[config.mk]
export PLATFORM = sky130hd
export DESIGN_NAME = rtd_regmap
export DESIGN_NICKNAME = d
export VERILOG_FILES = /design/src/rtd_pkg.sv /design/src/rtd_scale_if.sv /design/src/rtd_regmap.sv /design/src/rtd_scale.sv
export SDC_FILE = /design/constraint.sdc
export NUM_CORES = 1
export LEC_CHECK = 0
export BUFFER_PORTS_ARGS = -buffer_cell sky130_fd_sc_hd__buf_2
export CAP_MARGIN = 10
export CORE_MARGIN = 1.5
export CORE_UTILIZATION = 50
export CTS_CLUSTER_SIZE = 12
export DETAILED_ROUTE_END_ITERATION = 10
export PLACE_DENSITY_LB_ADDON = 0.08
export SYNTH_ARGS = -nofsm -noshare
export SYNTH_HDL_FRONTEND = slang
export SYNTH_SLANG_ARGS = --single-unit
[constraint.sdc]
create_clock -name clk_in -period 10.2 [get_ports clk_in]
set_input_delay 2.04 -clock clk_in [delete_from_list [all_inputs] [get_ports clk_in]]
set_output_delay 2.04 -clock clk_in [all_outputs]
set_load 0.05 [all_outputs]
[src/rtd_pkg.sv]
package rtd_pkg;
  // clock and watchdog time base
  localparam int CLK_HZ = 20000000;
  localparam int WD_UNIT_MS = 100;
  localparam int WD_TICK_CYCLES = CLK_HZ / 1000 * WD_UNIT_MS;
  localparam int WD_TICK_W = 22;
  // coil addresses
  localparam logic [15:0] A_DO_STATE = 16'h0021, A_DO_SAFE = 16'h0061,
    A_DO_PWRON = 16'h00C1, A_PROTOCOL = 16'h0101, A_FILTER = 16'h0103,
    A_WD_MODE = 16'h0104, A_WD_EN = 16'h0105, A_ALM_EN = 16'h0106,
    A_ALM_LATCH = 16'h0107, A_ALM_CLR = 16'h0108, A_CNT_CLR = 16'h010A,
    A_FORMAT = 16'h010D, A_WD_FLAG = 16'h010E, A_FIRST_RD = 16'h0111,
    A_DIN0 = 16'h2711;
  // input and holding register addresses
  localparam logic [15:0] A_ANALOG = 16'h7531, A_COUNTER = 16'h7591,
    A_RES_LO = 16'h7891, A_RES_HI = 16'h7892, A_ALM_LO = 16'h9D21,
    A_ALM_HI = 16'h9D22, A_FW_LO = 16'h9E21, A_FW_HI = 16'h9E22,
    A_NAME_LO = 16'h9E23, A_NAME_HI = 16'h9E24, A_NODE = 16'h9E25,
    A_SPEED = 16'h9E26, A_TYPE = 16'h9E27, A_DELAY = 16'h9E28,
    A_WD_VALUE = 16'h9E29, A_WD_COUNT = 16'h9E2C, A_DISPLAY_CONTROL_MODE = 16'h9E2F,
    A_DISPLAY_HOST_VALUE = 16'h9E30;
  // reset values
  localparam logic [15:0] NODE_RESET = 16'h0001, SPEED_RESET = 16'h0006,
    DISPLAY_CONTROL_MODE_MODULE = 16'h0001, DISPLAY_CONTROL_MODE_HOST = 16'h0002;
  localparam logic [7:0] TYPE_RESET = 8'h20;
  // recovery mode link settings
  localparam logic [7:0] RECOVERY_ADDR = 8'h00, RECOVERY_SPEED = 8'h06;
  // arbitrary identity values
  localparam logic [15:0] FW_LO_VAL = 16'h0001, FW_HI_VAL = 16'h0000,
    NAME_LO_VAL = 16'h1234, NAME_HI_VAL = 16'h0000;
  // range codes and display limits
  localparam logic [15:0] ENG_UNDER = 16'h8000, ENG_OVER = 16'h7FFF;
  localparam logic signed [15:0] DISP_MIN = -16'sd19999;
  localparam logic signed [15:0] DISP_MAX = 16'sd19999;
  localparam logic [7:0] WD_VALUE_MAX = 8'hFF;
  // power indicator states
  typedef enum logic [0:0] {
    RTD_LED_ON = 1'b0,
    RTD_LED_BUSY = 1'b1
  } rtd_pwr_state_t;
endpackage

[src/rtd_scale_if.sv]
`timescale 1ns/1ps
`default_nettype none
// type code in, full-scale pair and support flag out
interface rtd_scale_if;
  logic [7:0] type_code;
  logic signed [31:0] fs_min;
  logic signed [31:0] fs_max;
  logic supported;
  modport lookup (input type_code, output fs_min, fs_max, supported);
  modport user (output type_code, input fs_min, fs_max, supported);
endinterface
`default_nettype wire
[src/rtd_regmap.sv]
`timescale 1ns/1ps
`default_nettype none
// Contract
// - range clamp codes
// - format coil
// - pt100 0.00385 scales
// - pt100 0.003916 scales
// - code 2A span
// - copper code spans
// - single channel code set
// - timeout value bound
// - timeout count, zero clears
// - timeout status, one clears
// - output writes may clear
// - watchdog enable coil
// - alarm enable, latch, clear
// - alarm limits
// - input edge counter
// - first read flag
// - protocol coil
// - filter coil
// - resistance word pair
// - display owner and value
// - power indicator during command
// - recovery link settings
// - timeout forces safe outputs
module rtd_regmap #(
  parameter int TICK_CYCLES = rtd_pkg::WD_TICK_CYCLES,
  parameter bit SINGLE_CHANNEL = 1'b1
) (
  // clock and reset
  input wire logic clk_in,
  input wire logic reset_in,
  // register access from the protocol engine
  input wire logic reg_wr_in,
  input wire logic reg_rd_in,
  input wire logic [15:0] reg_addr_in,
  input wire logic [15:0] reg_wdata_in,
  output logic [15:0] reg_rdata_out,
  output logic reg_ack_out,
  output logic reg_err_out,
  // host traffic events
  input wire logic host_cmd_in,
  input wire logic host_resp_sent_in,
  input wire logic output_write_cmd_in,
  // measurement
  input wire logic sample_valid_in,
  input wire logic signed [31:0] meas_eng_in,
  input wire logic [15:0] meas_hex_in,
  input wire logic [31:0] resistance_in,
  // straps and pins
  input wire logic recovery_in,
  input wire logic digital_input_line_in,
  // configuration outputs
  output logic protocol_rtu_out,
  output logic filter_50hz_out,
  output logic [7:0] comm_addr_out,
  output logic [7:0] comm_speed_out,
  output logic recovery_out,
  output logic [15:0] reply_delay_out,
  // control outputs
  output logic digital_output_out,
  output logic alarm_out,
  output logic wd_timeout_out,
  output logic power_indicator_out,
  output logic display_host_out,
  output logic [15:0] display_indicator_out
);
  rtd_scale_if sc_if ();
  rtd_pkg::rtd_pwr_state_t pwr_q;
  logic do_state_q, do_safe_q, do_pwron_q, init_q;
  logic protocol_q, filter_q, wd_mode_q, wd_en_q;
  logic alm_en_q, alm_latch_q, alarm_q, format_q;
  logic wd_flag_q, first_q, recovery_q, din_prev_q;
  logic [15:0] node_q, speed_q, delay_q, display_control_mode_q;
  logic [15:0] display_host_value_q, analog_q, counter_q, wd_count_q;
  logic signed [15:0] alm_lo_q, alm_hi_q;
  logic [7:0] type_q, wd_value_q, tenths_q;
  logic [31:0] res_q;
  logic [rtd_pkg::WD_TICK_W-1:0] tick_q;
  logic wd_armed_q, wd_fire, tick_end;
  logic [15:0] eng16, rdata_d;
  logic rd_hit, alm_cond;

  // write strobe for one address
  function automatic logic wr_at(input logic [15:0] a);
    wr_at = reg_wr_in && (reg_addr_in == a);
  endfunction

  rtd_scale #(
    .SINGLE_CHANNEL(SINGLE_CHANNEL)
  ) u_scale (
    .sc(sc_if.lookup)
  );

  // lookup checks a code being written
  assign sc_if.type_code = wr_at(rtd_pkg::A_TYPE) ?
    reg_wdata_in[7:0] : type_q;

  // strap taken after release
  always_ff @(posedge clk_in)
  begin
    if (reset_in)
    begin
      init_q <= 1'b1;
      recovery_q <= 1'b0;
    end
    else if (init_q)
    begin
      init_q <= 1'b0;
      recovery_q <= recovery_in;
    end
  end

  // single-bit configuration coils
  always_ff @(posedge clk_in)
  begin
    if (reset_in)
    begin
      protocol_q <= 1'b0;
      filter_q <= 1'b0;
      wd_mode_q <= 1'b0;
      wd_en_q <= 1'b0;
      alm_en_q <= 1'b0;
      alm_latch_q <= 1'b0;
      format_q <= 1'b0;
      do_safe_q <= 1'b0;
      do_pwron_q <= 1'b0;
    end
    else
    begin
      if (wr_at(rtd_pkg::A_PROTOCOL))
        protocol_q <= reg_wdata_in[0];
      if (wr_at(rtd_pkg::A_FILTER))
        filter_q <= reg_wdata_in[0];
      if (wr_at(rtd_pkg::A_WD_MODE))
        wd_mode_q <= reg_wdata_in[0];
      if (wr_at(rtd_pkg::A_WD_EN))
        wd_en_q <= reg_wdata_in[0];
      if (wr_at(rtd_pkg::A_ALM_EN))
        alm_en_q <= reg_wdata_in[0];
      if (wr_at(rtd_pkg::A_ALM_LATCH))
        alm_latch_q <= reg_wdata_in[0];
      if (wr_at(rtd_pkg::A_FORMAT))
        format_q <= reg_wdata_in[0];
      if (wr_at(rtd_pkg::A_DO_SAFE))
        do_safe_q <= reg_wdata_in[0];
      if (wr_at(rtd_pkg::A_DO_PWRON))
        do_pwron_q <= reg_wdata_in[0];
    end
  end

  // digital output, loaded with its power-on value
  always_ff @(posedge clk_in)
  begin
    if (reset_in)
      do_state_q <= 1'b0;
    else if (init_q)
      do_state_q <= do_pwron_q;
    else if (wr_at(rtd_pkg::A_DO_STATE))
      do_state_q <= reg_wdata_in[0];
  end

  // word configuration registers
  always_ff @(posedge clk_in)
  begin
    if (reset_in)
    begin
      node_q <= rtd_pkg::NODE_RESET;
      speed_q <= rtd_pkg::SPEED_RESET;
      type_q <= rtd_pkg::TYPE_RESET;
      delay_q <= '0;
      wd_value_q <= '0;
      alm_lo_q <= '0;
      alm_hi_q <= '0;
      display_control_mode_q <= rtd_pkg::DISPLAY_CONTROL_MODE_MODULE;
      display_host_value_q <= '0;
    end
    else
    begin
      if (wr_at(rtd_pkg::A_NODE))
        node_q <= reg_wdata_in;
      if (wr_at(rtd_pkg::A_SPEED))
        speed_q <= reg_wdata_in;
      if (wr_at(rtd_pkg::A_TYPE) && sc_if.supported)
        type_q <= reg_wdata_in[7:0];
      if (wr_at(rtd_pkg::A_DELAY))
        delay_q <= reg_wdata_in;
      if (wr_at(rtd_pkg::A_WD_VALUE) &&
          reg_wdata_in <= {8'h00, rtd_pkg::WD_VALUE_MAX})
        wd_value_q <= reg_wdata_in[7:0];
      if (wr_at(rtd_pkg::A_ALM_LO))
        alm_lo_q <= reg_wdata_in;
      if (wr_at(rtd_pkg::A_ALM_HI))
        alm_hi_q <= reg_wdata_in;
      if (wr_at(rtd_pkg::A_DISPLAY_CONTROL_MODE) &&
          (reg_wdata_in == rtd_pkg::DISPLAY_CONTROL_MODE_MODULE ||
           reg_wdata_in == rtd_pkg::DISPLAY_CONTROL_MODE_HOST))
        display_control_mode_q <= reg_wdata_in;
      if (wr_at(rtd_pkg::A_DISPLAY_HOST_VALUE) &&
          $signed(reg_wdata_in) >= rtd_pkg::DISP_MIN &&
          $signed(reg_wdata_in) <= rtd_pkg::DISP_MAX)
        display_host_value_q <= reg_wdata_in;
    end
  end

  // engineering value clamped to the range codes
  always_comb
  begin
    if (meas_eng_in < sc_if.fs_min)
      eng16 = rtd_pkg::ENG_UNDER;
    else if (meas_eng_in > sc_if.fs_max)
      eng16 = rtd_pkg::ENG_OVER;
    else
      eng16 = meas_eng_in[15:0];
  end

  // alarm condition against the limits
  assign alm_cond = alm_en_q && ($signed(eng16) < alm_lo_q ||
    $signed(eng16) > alm_hi_q);

  // analog and resistance registers follow each sample
  always_ff @(posedge clk_in)
  begin
    if (reset_in)
    begin
      analog_q <= '0;
      res_q <= '0;
    end
    else if (sample_valid_in)
    begin
      analog_q <= format_q ? eng16 : meas_hex_in;
      res_q <= resistance_in;
    end
  end

  // alarm: momentary follows, latched holds until cleared
  always_ff @(posedge clk_in)
  begin
    if (reset_in)
      alarm_q <= 1'b0;
    else if (!alm_en_q)
      alarm_q <= 1'b0;
    else if (sample_valid_in && alm_cond)
      alarm_q <= 1'b1;
    else if (sample_valid_in && !alm_latch_q)
      alarm_q <= 1'b0;
    else if (wr_at(rtd_pkg::A_ALM_CLR) && reg_wdata_in[0])
      alarm_q <= 1'b0;
  end

  // rising edges on the input line, set wins over clear
  always_ff @(posedge clk_in)
  begin
    if (reset_in)
    begin
      din_prev_q <= 1'b0;
      counter_q <= '0;
    end
    else
    begin
      din_prev_q <= digital_input_line_in;
      if (digital_input_line_in && !din_prev_q)
      begin
        if (wr_at(rtd_pkg::A_CNT_CLR) && reg_wdata_in[0])
          counter_q <= 16'h0001;
        else
          counter_q <= counter_q + 16'h0001;
      end
      else if (wr_at(rtd_pkg::A_CNT_CLR) && reg_wdata_in[0])
        counter_q <= '0;
    end
  end

  // watchdog tick of one tenth of a second
  assign tick_end = (tick_q == rtd_pkg::WD_TICK_W'(TICK_CYCLES - 1));
  assign wd_fire = wd_en_q && wd_armed_q && (wd_value_q != 8'h00) &&
    !host_cmd_in && tick_end && (tenths_q == wd_value_q - 8'h01);

  // interval timer restarted by each host command
  always_ff @(posedge clk_in)
  begin
    if (reset_in)
    begin
      tick_q <= '0;
      tenths_q <= '0;
      wd_armed_q <= 1'b0;
    end
    else if (host_cmd_in || !wd_en_q)
    begin
      tick_q <= '0;
      tenths_q <= '0;
      wd_armed_q <= host_cmd_in;
    end
    else if (wd_fire)
    begin
      tick_q <= '0;
      tenths_q <= '0;
      wd_armed_q <= 1'b0;
    end
    else if (tick_end)
    begin
      tick_q <= '0;
      tenths_q <= tenths_q + 8'h01;
    end
    else
      tick_q <= tick_q + rtd_pkg::WD_TICK_W'(1);
  end

  // timeout status, a new timeout wins over any clear
  always_ff @(posedge clk_in)
  begin
    if (reset_in)
      wd_flag_q <= 1'b0;
    else if (wd_fire)
      wd_flag_q <= 1'b1;
    else if (wr_at(rtd_pkg::A_WD_FLAG) && reg_wdata_in[0])
      wd_flag_q <= 1'b0;
    else if (wd_mode_q && (output_write_cmd_in ||
             wr_at(rtd_pkg::A_DO_STATE)))
      wd_flag_q <= 1'b0;
  end

  // timeout count, increment wins over a zero write
  always_ff @(posedge clk_in)
  begin
    if (reset_in)
      wd_count_q <= '0;
    else if (wd_fire)
    begin
      if (wr_at(rtd_pkg::A_WD_COUNT) && reg_wdata_in == 16'h0000)
        wd_count_q <= 16'h0001;
      else
        wd_count_q <= wd_count_q + 16'h0001;
    end
    else if (wr_at(rtd_pkg::A_WD_COUNT) && reg_wdata_in == 16'h0000)
      wd_count_q <= '0;
  end

  // power indicator dark between command and response
  always_ff @(posedge clk_in)
  begin
    if (reset_in)
      pwr_q <= rtd_pkg::RTD_LED_ON;
    else
      case (pwr_q)
        rtd_pkg::RTD_LED_ON:
          if (host_cmd_in)
            pwr_q <= rtd_pkg::RTD_LED_BUSY;
        rtd_pkg::RTD_LED_BUSY:
          if (host_resp_sent_in)
            pwr_q <= rtd_pkg::RTD_LED_ON;
        default: pwr_q <= rtd_pkg::RTD_LED_ON;
      endcase
  end

  // first-read flag drops after it has been read once
  always_ff @(posedge clk_in)
  begin
    if (reset_in)
      first_q <= 1'b1;
    else if (reg_rd_in && reg_addr_in == rtd_pkg::A_FIRST_RD)
      first_q <= 1'b0;
  end

  // read decode
  always_comb
  begin
    rdata_d = '0;
    rd_hit = 1'b1;
    if (reg_addr_in == rtd_pkg::A_DO_STATE)
      rdata_d[0] = do_state_q;
    else if (reg_addr_in == rtd_pkg::A_DO_SAFE)
      rdata_d[0] = do_safe_q;
    else if (reg_addr_in == rtd_pkg::A_DO_PWRON)
      rdata_d[0] = do_pwron_q;
    else if (reg_addr_in == rtd_pkg::A_PROTOCOL)
      rdata_d[0] = protocol_q;
    else if (reg_addr_in == rtd_pkg::A_FILTER)
      rdata_d[0] = filter_q;
    else if (reg_addr_in == rtd_pkg::A_WD_MODE)
      rdata_d[0] = wd_mode_q;
    else if (reg_addr_in == rtd_pkg::A_WD_EN)
      rdata_d[0] = wd_en_q;
    else if (reg_addr_in == rtd_pkg::A_ALM_EN)
      rdata_d[0] = alm_en_q;
    else if (reg_addr_in == rtd_pkg::A_ALM_LATCH)
      rdata_d[0] = alm_latch_q;
    else if (reg_addr_in == rtd_pkg::A_FORMAT)
      rdata_d[0] = format_q;
    else if (reg_addr_in == rtd_pkg::A_WD_FLAG)
      rdata_d[0] = wd_flag_q;
    else if (reg_addr_in == rtd_pkg::A_FIRST_RD)
      rdata_d[0] = first_q;
    else if (reg_addr_in == rtd_pkg::A_DIN0)
      rdata_d[0] = din_prev_q;
    else if (reg_addr_in == rtd_pkg::A_ANALOG)
      rdata_d = analog_q;
    else if (reg_addr_in == rtd_pkg::A_COUNTER)
      rdata_d = counter_q;
    else if (reg_addr_in == rtd_pkg::A_RES_LO)
      rdata_d = res_q[15:0];
    else if (reg_addr_in == rtd_pkg::A_RES_HI)
      rdata_d = res_q[31:16];
    else if (reg_addr_in == rtd_pkg::A_ALM_LO)
      rdata_d = alm_lo_q;
    else if (reg_addr_in == rtd_pkg::A_ALM_HI)
      rdata_d = alm_hi_q;
    else if (reg_addr_in == rtd_pkg::A_FW_LO)
      rdata_d = rtd_pkg::FW_LO_VAL;
    else if (reg_addr_in == rtd_pkg::A_FW_HI)
      rdata_d = rtd_pkg::FW_HI_VAL;
    else if (reg_addr_in == rtd_pkg::A_NAME_LO)
      rdata_d = rtd_pkg::NAME_LO_VAL;
    else if (reg_addr_in == rtd_pkg::A_NAME_HI)
      rdata_d = rtd_pkg::NAME_HI_VAL;
    else if (reg_addr_in == rtd_pkg::A_NODE)
      rdata_d = node_q;
    else if (reg_addr_in == rtd_pkg::A_SPEED)
      rdata_d = speed_q;
    else if (reg_addr_in == rtd_pkg::A_TYPE)
      rdata_d = {8'h00, type_q};
    else if (reg_addr_in == rtd_pkg::A_DELAY)
      rdata_d = delay_q;
    else if (reg_addr_in == rtd_pkg::A_WD_VALUE)
      rdata_d = {8'h00, wd_value_q};
    else if (reg_addr_in == rtd_pkg::A_WD_COUNT)
      rdata_d = wd_count_q;
    else if (reg_addr_in == rtd_pkg::A_DISPLAY_CONTROL_MODE)
      rdata_d = display_control_mode_q;
    else
      rd_hit = 1'b0;
  end

  // answer one cycle after the strobe
  always_ff @(posedge clk_in)
  begin
    if (reset_in)
    begin
      reg_rdata_out <= '0;
      reg_ack_out <= 1'b0;
      reg_err_out <= 1'b0;
    end
    else
    begin
      reg_ack_out <= reg_rd_in || reg_wr_in;
      reg_err_out <= reg_rd_in && !rd_hit;
      if (reg_rd_in)
        reg_rdata_out <= rd_hit ? rdata_d : '0;
    end
  end

  // link settings, overridden in recovery mode
  assign recovery_out = recovery_q;
  assign protocol_rtu_out = protocol_q && !recovery_q;
  assign comm_addr_out = recovery_q ? rtd_pkg::RECOVERY_ADDR :
    node_q[7:0];
  assign comm_speed_out = recovery_q ? rtd_pkg::RECOVERY_SPEED :
    speed_q[7:0];
  assign filter_50hz_out = filter_q;
  assign reply_delay_out = delay_q;
  // outputs and indicators
  assign wd_timeout_out = wd_flag_q;
  assign digital_output_out = wd_flag_q ? do_safe_q : do_state_q;
  assign alarm_out = alarm_q;
  assign power_indicator_out = (pwr_q == rtd_pkg::RTD_LED_ON);
  assign display_host_out = (display_control_mode_q == rtd_pkg::DISPLAY_CONTROL_MODE_HOST);
  assign display_indicator_out = display_host_out ? display_host_value_q :
    analog_q;
endmodule
`default_nettype wire

[src/rtd_scale.sv]
`timescale 1ns/1ps
`default_nettype none
module rtd_scale #(
  parameter bit SINGLE_CHANNEL = 1'b1
) (
  // lookup port
  rtd_scale_if.lookup sc
);
  // full-scale table per sensor type code
  always_comb
  begin
    sc.fs_min = 32'sd0;
    sc.fs_max = 32'sd0;
    sc.supported = 1'b1;
    case (sc.type_code)
      8'h20, 8'h24:
      begin
        sc.fs_min = -32'sd10000;
        sc.fs_max = 32'sd10000;
      end
      8'h21, 8'h25: sc.fs_max = 32'sd10000;
      8'h22, 8'h26: sc.fs_max = 32'sd20000;
      8'h23, 8'h27: sc.fs_max = 32'sd6000;
      8'h28:
      begin
        sc.fs_min = -32'sd8000;
        sc.fs_max = 32'sd10000;
      end
      8'h29: sc.fs_max = 32'sd10000;
      8'h2A, 8'h80, 8'h81:
      begin
        sc.fs_min = -32'sd2000;
        sc.fs_max = 32'sd6000;
      end
      8'h2B:
      begin
        sc.fs_min = -32'sd2000;
        sc.fs_max = 32'sd15000;
        sc.supported = !SINGLE_CHANNEL;
      end
      8'h2C:
      begin
        sc.fs_max = 32'sd20000;
        sc.supported = !SINGLE_CHANNEL;
      end
      8'h2E, 8'h2F:
      begin
        sc.fs_min = -32'sd20000;
        sc.fs_max = 32'sd20000;
      end
      default: sc.supported = 1'b0;
    endcase
  end
endmodule
`default_nettype wire

==> flow_summary_export.csv <==
group,metric,value,unit
place,count_of_input_and_output_buffers,195,
timing,maxSlewHeadroom,20.3,%
routing,remaining_drc_errors,0,
global_routing,global_route.usage.total,32.0,%
pwr,net-switching-power,0.000601,W
place,placed_cell_count,2403,
critical_path,critPathBufInv,3,
die,floorplan.die.width,179,um
timing,report.final.hold_viol_count,0,
logic_synthesis,async_reset_ff_share,0,%
logic_synthesis,area_leader_netlist,"sky130_fd_sc_hd__dfxtp_1",
global_routing,global_route.overflow_total,0,
pwr,internal_power,0.00179,W
global_routing,antenna_found_initial,0,
routing,drt_iter0_markers,1348,
logic_synthesis,synth_enable_flop_cells,0,
critical_path,cp_num_cells,23,
routing,highest_layer,"met4",
clock_network,cts.sink_count,274,
routing,drt_first_pass_iters,8,
place,place.gp.congestion,0.920,
worst_hold_path,min_delay_path_depth,1,
clock_network,clkLatencyLatePin,570,ps
critical_path,timing.critical_path.cells,"buf_2, or2_4, nor4_1, nand4_1, and3_1, a21oi_1, nor2b_1, buf_4, ha_1, nand4_1, nor3_1, nand3_1, o311ai_4, o41a_1, inv_1, ha_1, nand4_1, nor3_1, o211ai_1, and4_1, o31ai_1, o221ai_1, a21oi_1",
final_layout,reg_with_most_ffs,"res_q",
clock_network,cts_max_path_buffers,3,
final_layout,fin_nets,2236,
critical_path,worstRegToRegCells,21,
critical_path,worst_flop_to_flop_path_startpoint,"type_q[7]$_SDFFE_PP0P_",
critical_path,startpoint_type,"input port",
logic_synthesis,postSynthAreaPerCell,8.17,um2
timing,max_clock_freq,123,MHz
critical_path,cp-end-kind,"register",
die,total_core_area,0.0306,mm2
critical_path,critical_path_class,"in2reg",
timing,finalCriticalPeriod,8120,ps
logic_synthesis,synth_fp_nets,2094,
routing,wire_per_inst,21.4,um
timing,timing_worst_slew_pin_value,1190,ps
place,dp.final_hpwl,39400,um
critical_path,longest_individual_stage_delay_on_the_worst_path,700,ps
logic_synthesis,count_of_different_cell_masters_after_synthesis,87,
global_routing,grt_max_degree,119,
clock_network,numCtsBuffers,31,
pwr,clock_power_share,45.3,%
critical_path,crit_path_end,"alarm_out$_SDFFE_PP0P_",
logic_synthesis,synthTopCellsByCount,"sky130_fd_sc_hd__dfxtp_1, sky130_fd_sc_hd__nand2_1, sky130_fd_sc_hd__nor2_1",
logic_synthesis,netlist_area,0.0155,mm2
routing,route.layer.met1.wl,23400,um
clock_network,clk_root_buffer_cell,"sky130_fd_sc_hd__clkbuf_16",
critical_path,critical_path_arrival,8610,ps
routing,vias_per_cell,6.07,
final_layout,synthToLayoutAreaGrowth,14.2,%
logic_synthesis,syn_inst,1899,
logic_synthesis,post_synth_main_area_contributors,"sky130_fd_sc_hd__dfxtp_1, sky130_fd_sc_hd__mux2i_1, sky130_fd_sc_hd__nand2_1",
die,floorplan.die.height,179,um
logic_synthesis,postSynthRegisterBits,274,
pwr,p_leak,7.03,nW
global_routing,grt_first_pass_wirelength,78700,um
final_layout,antenna_cells_inserted,0,
die,boundaryPins,196,
logic_synthesis,synth-seq-area-share,35.4,%
final_layout,biggestRegsByFlops,"res_q x32, tick_q x22",
critical_path,timing.reg2reg.setup_slack,4380,ps
routing,routed_wl,52600,um
timing,finalMaxSlewViolations,0,
die,floorplan.initialDensity,50.7,%
pwr,comb_power_share,8.9,%
run,timing.max_cap.violations,0,
routing,route.met3.wl,3640,um
pwr,sequential_cell_fraction_of_total_power,45.8,%
die,dieArea,0.0321,mm2
clock_network,tritoncts,"done",
critical_path,crit_start,"reg_addr_in[7]",
global_routing,first_global_vias,13500,
critical_path,critical_path_required,10690,ps
routing,routed_length_on_met2,23900,um
timing,grt_setup_unrepaired,"false",
critical_path,biggest_fanout_along_the_worst_timing_path,18,
pwr,worst_ir_drop_vdd,0.135,mV
critical_path,cpMaxStageDelayCell,"sky130_fd_sc_hd__o311ai_4",
critical_path,r2r-end,"alarm_out$_SDFFE_PP0P_",
logic_synthesis,synth_most_common_cell,"sky130_fd_sc_hd__dfxtp_1",
logic_synthesis,ys.flop_type,"sky130_fd_sc_hd__dfxtp_1",
clock_network,cts_repair_resize_count,0,
final_layout,fin_cells,2459,
pwr,pwr_density_cell,135,mW/mm2
timing,layout_worst_path_cycle_share,79.6,%
timing,tns,0,ps
timing,final-setup-viol-count,0,
routing,antenna_left,0,
final_layout,post_route_cells_drive_above_1_share,15.4,%
worst_hold_path,worst_hold_path_type,"reg2reg",
clock_network,clkTransAtPathRegs,60,ps
critical_path,crit_family,"simple AND/OR/NAND/NOR gates",
clock_network,cts_post_setup_buffers_inserted,0,
critical_path,crit_top_cell,"sky130_fd_sc_hd__nand4_1",
routing,num_vias,14900,
clock_network,postCtsHoldBufs,0,
clock_network,cts_htree_levels,1,
status,status,"finished clean",
pwr,swShare,25.1,%
die,num_rows,64,
final_layout,number_of_flip_flops_in_the_largest_register,32,
logic_synthesis,synth_warnings,0,
timing,worst_setup_skew_after_layout,15.1,ps
logic_synthesis,fraction_of_post_synthesis_cell_area_in_the_top_cell_type_by_area,35.4,%
per-layer routing:
layer	up-vias	GRT usage, %
met5	-	0
met4	0	10.1
met3	90	5.15
met2	536	51.2
met1	7170	43.9
li1	7132	-
cell type report:
class / count / area, um2
Clock buffer: 48 / 880
Clock inverter: 7 / 96.3
Fill cell: 2879 / 12900
Inverter: 68 / 255
Multi-Input combinational cell: 1450 / 9370
Sequential cell: 274 / 5490
Tap cell: 396 / 495
Timing Repair Buffer: 216 / 1140
logic make-up after synthesis:
logic type / Yosys count / share of synthesized area [%]
AOI/OAI and AO/OA: 386 / 17.2
xor gates and xnor gates: 59 / 3.33
adders and majority gates: 73 / 5.89
buffers and inverters: 175 / 4.47
DFF: 274 / 35.4
muxes: 112 / 7.32
and+or+nand+nor: 820 / 26.4
how the worst min path moves through the flow:
stage,to,slack (ps),from
finish,tick_q[0]$_SDFF_PP0_,430,tick_q[0]$_SDFF_PP0_
global route,tick_q[0]$_SDFF_PP0_,460,tick_q[0]$_SDFF_PP0_
CTS,tick_q[0]$_SDFF_PP0_,440,tick_q[0]$_SDFF_PP0_
detailed placement,tick_q[0]$_SDFF_PP0_,430,tick_q[0]$_SDFF_PP0_
global placement,tick_q[0]$_SDFF_PP0_,420,tick_q[0]$_SDFF_PP0_
floorplan,tick_q[0]$_SDFF_PP0_,410,tick_q[0]$_SDFF_PP0_
metrics by stage:
stage	instance area [um2]	setup WS, ps	hold slack [ps]	utilization (%)	power (W)
2_1_floorplan	15500	2830	413	-	0.00125
5_1_grt	17700	1620	463	57.9	0.00247
3_5_place_dp	16700	1100	431	54.7	0.00133
6_report	17700	2080	433	57.9	0.00239
4_1_cts	17700	1660	441	57.9	0.00241
3_3_place_gp	16700	1490	420	54.7	0.00133
power groups by stage:
stage / clock [W] / combinational [W] / sequential [W]
floorplan: 0 / 0.000131 / 0.00112
global placement: 0 / 0.000207 / 0.00112
detailed placement: 0 / 0.000209 / 0.00112
CTS: 0.00110 / 0.000210 / 0.00110
global route: 0.00114 / 0.000231 / 0.00110
finish: 0.00108 / 0.000213 / 0.00110
placed cells by master, fill, tap and decap left out, types with 21 or more instances in the layout:
master	synthesis	final
sky130_fd_sc_hd__dfxtp_1	274	274
sky130_fd_sc_hd__nand2_1	245	245
sky130_fd_sc_hd__nor2_1	223	223
sky130_fd_sc_hd__buf_2	13	194
sky130_fd_sc_hd__a21oi_1	112	112
sky130_fd_sc_hd__mux2i_1	100	100
sky130_fd_sc_hd__ha_1	73	73
sky130_fd_sc_hd__inv_1	66	66
sky130_fd_sc_hd__o21ai_0	57	57
sky130_fd_sc_hd__a22oi_1	46	46
sky130_fd_sc_hd__nand3_1	44	44
sky130_fd_sc_hd__nand4_1	41	41
sky130_fd_sc_hd__nor4_1	38	36
sky130_fd_sc_hd__nor3_1	38	36
sky130_fd_sc_hd__nor2b_1	33	33
sky130_fd_sc_hd__xor2_1	32	32
sky130_fd_sc_hd__clkbuf_16	0	31
sky130_fd_sc_hd__xnor2_1	27	27
sky130_fd_sc_hd__a221oi_1	24	24
sky130_fd_sc_hd__and2_1	23	23
sky130_fd_sc_hd__or3_1	22	22
sky130_fd_sc_hd__buf_4	1	21
No activity file was read; power rests on OpenSTA's default activity.
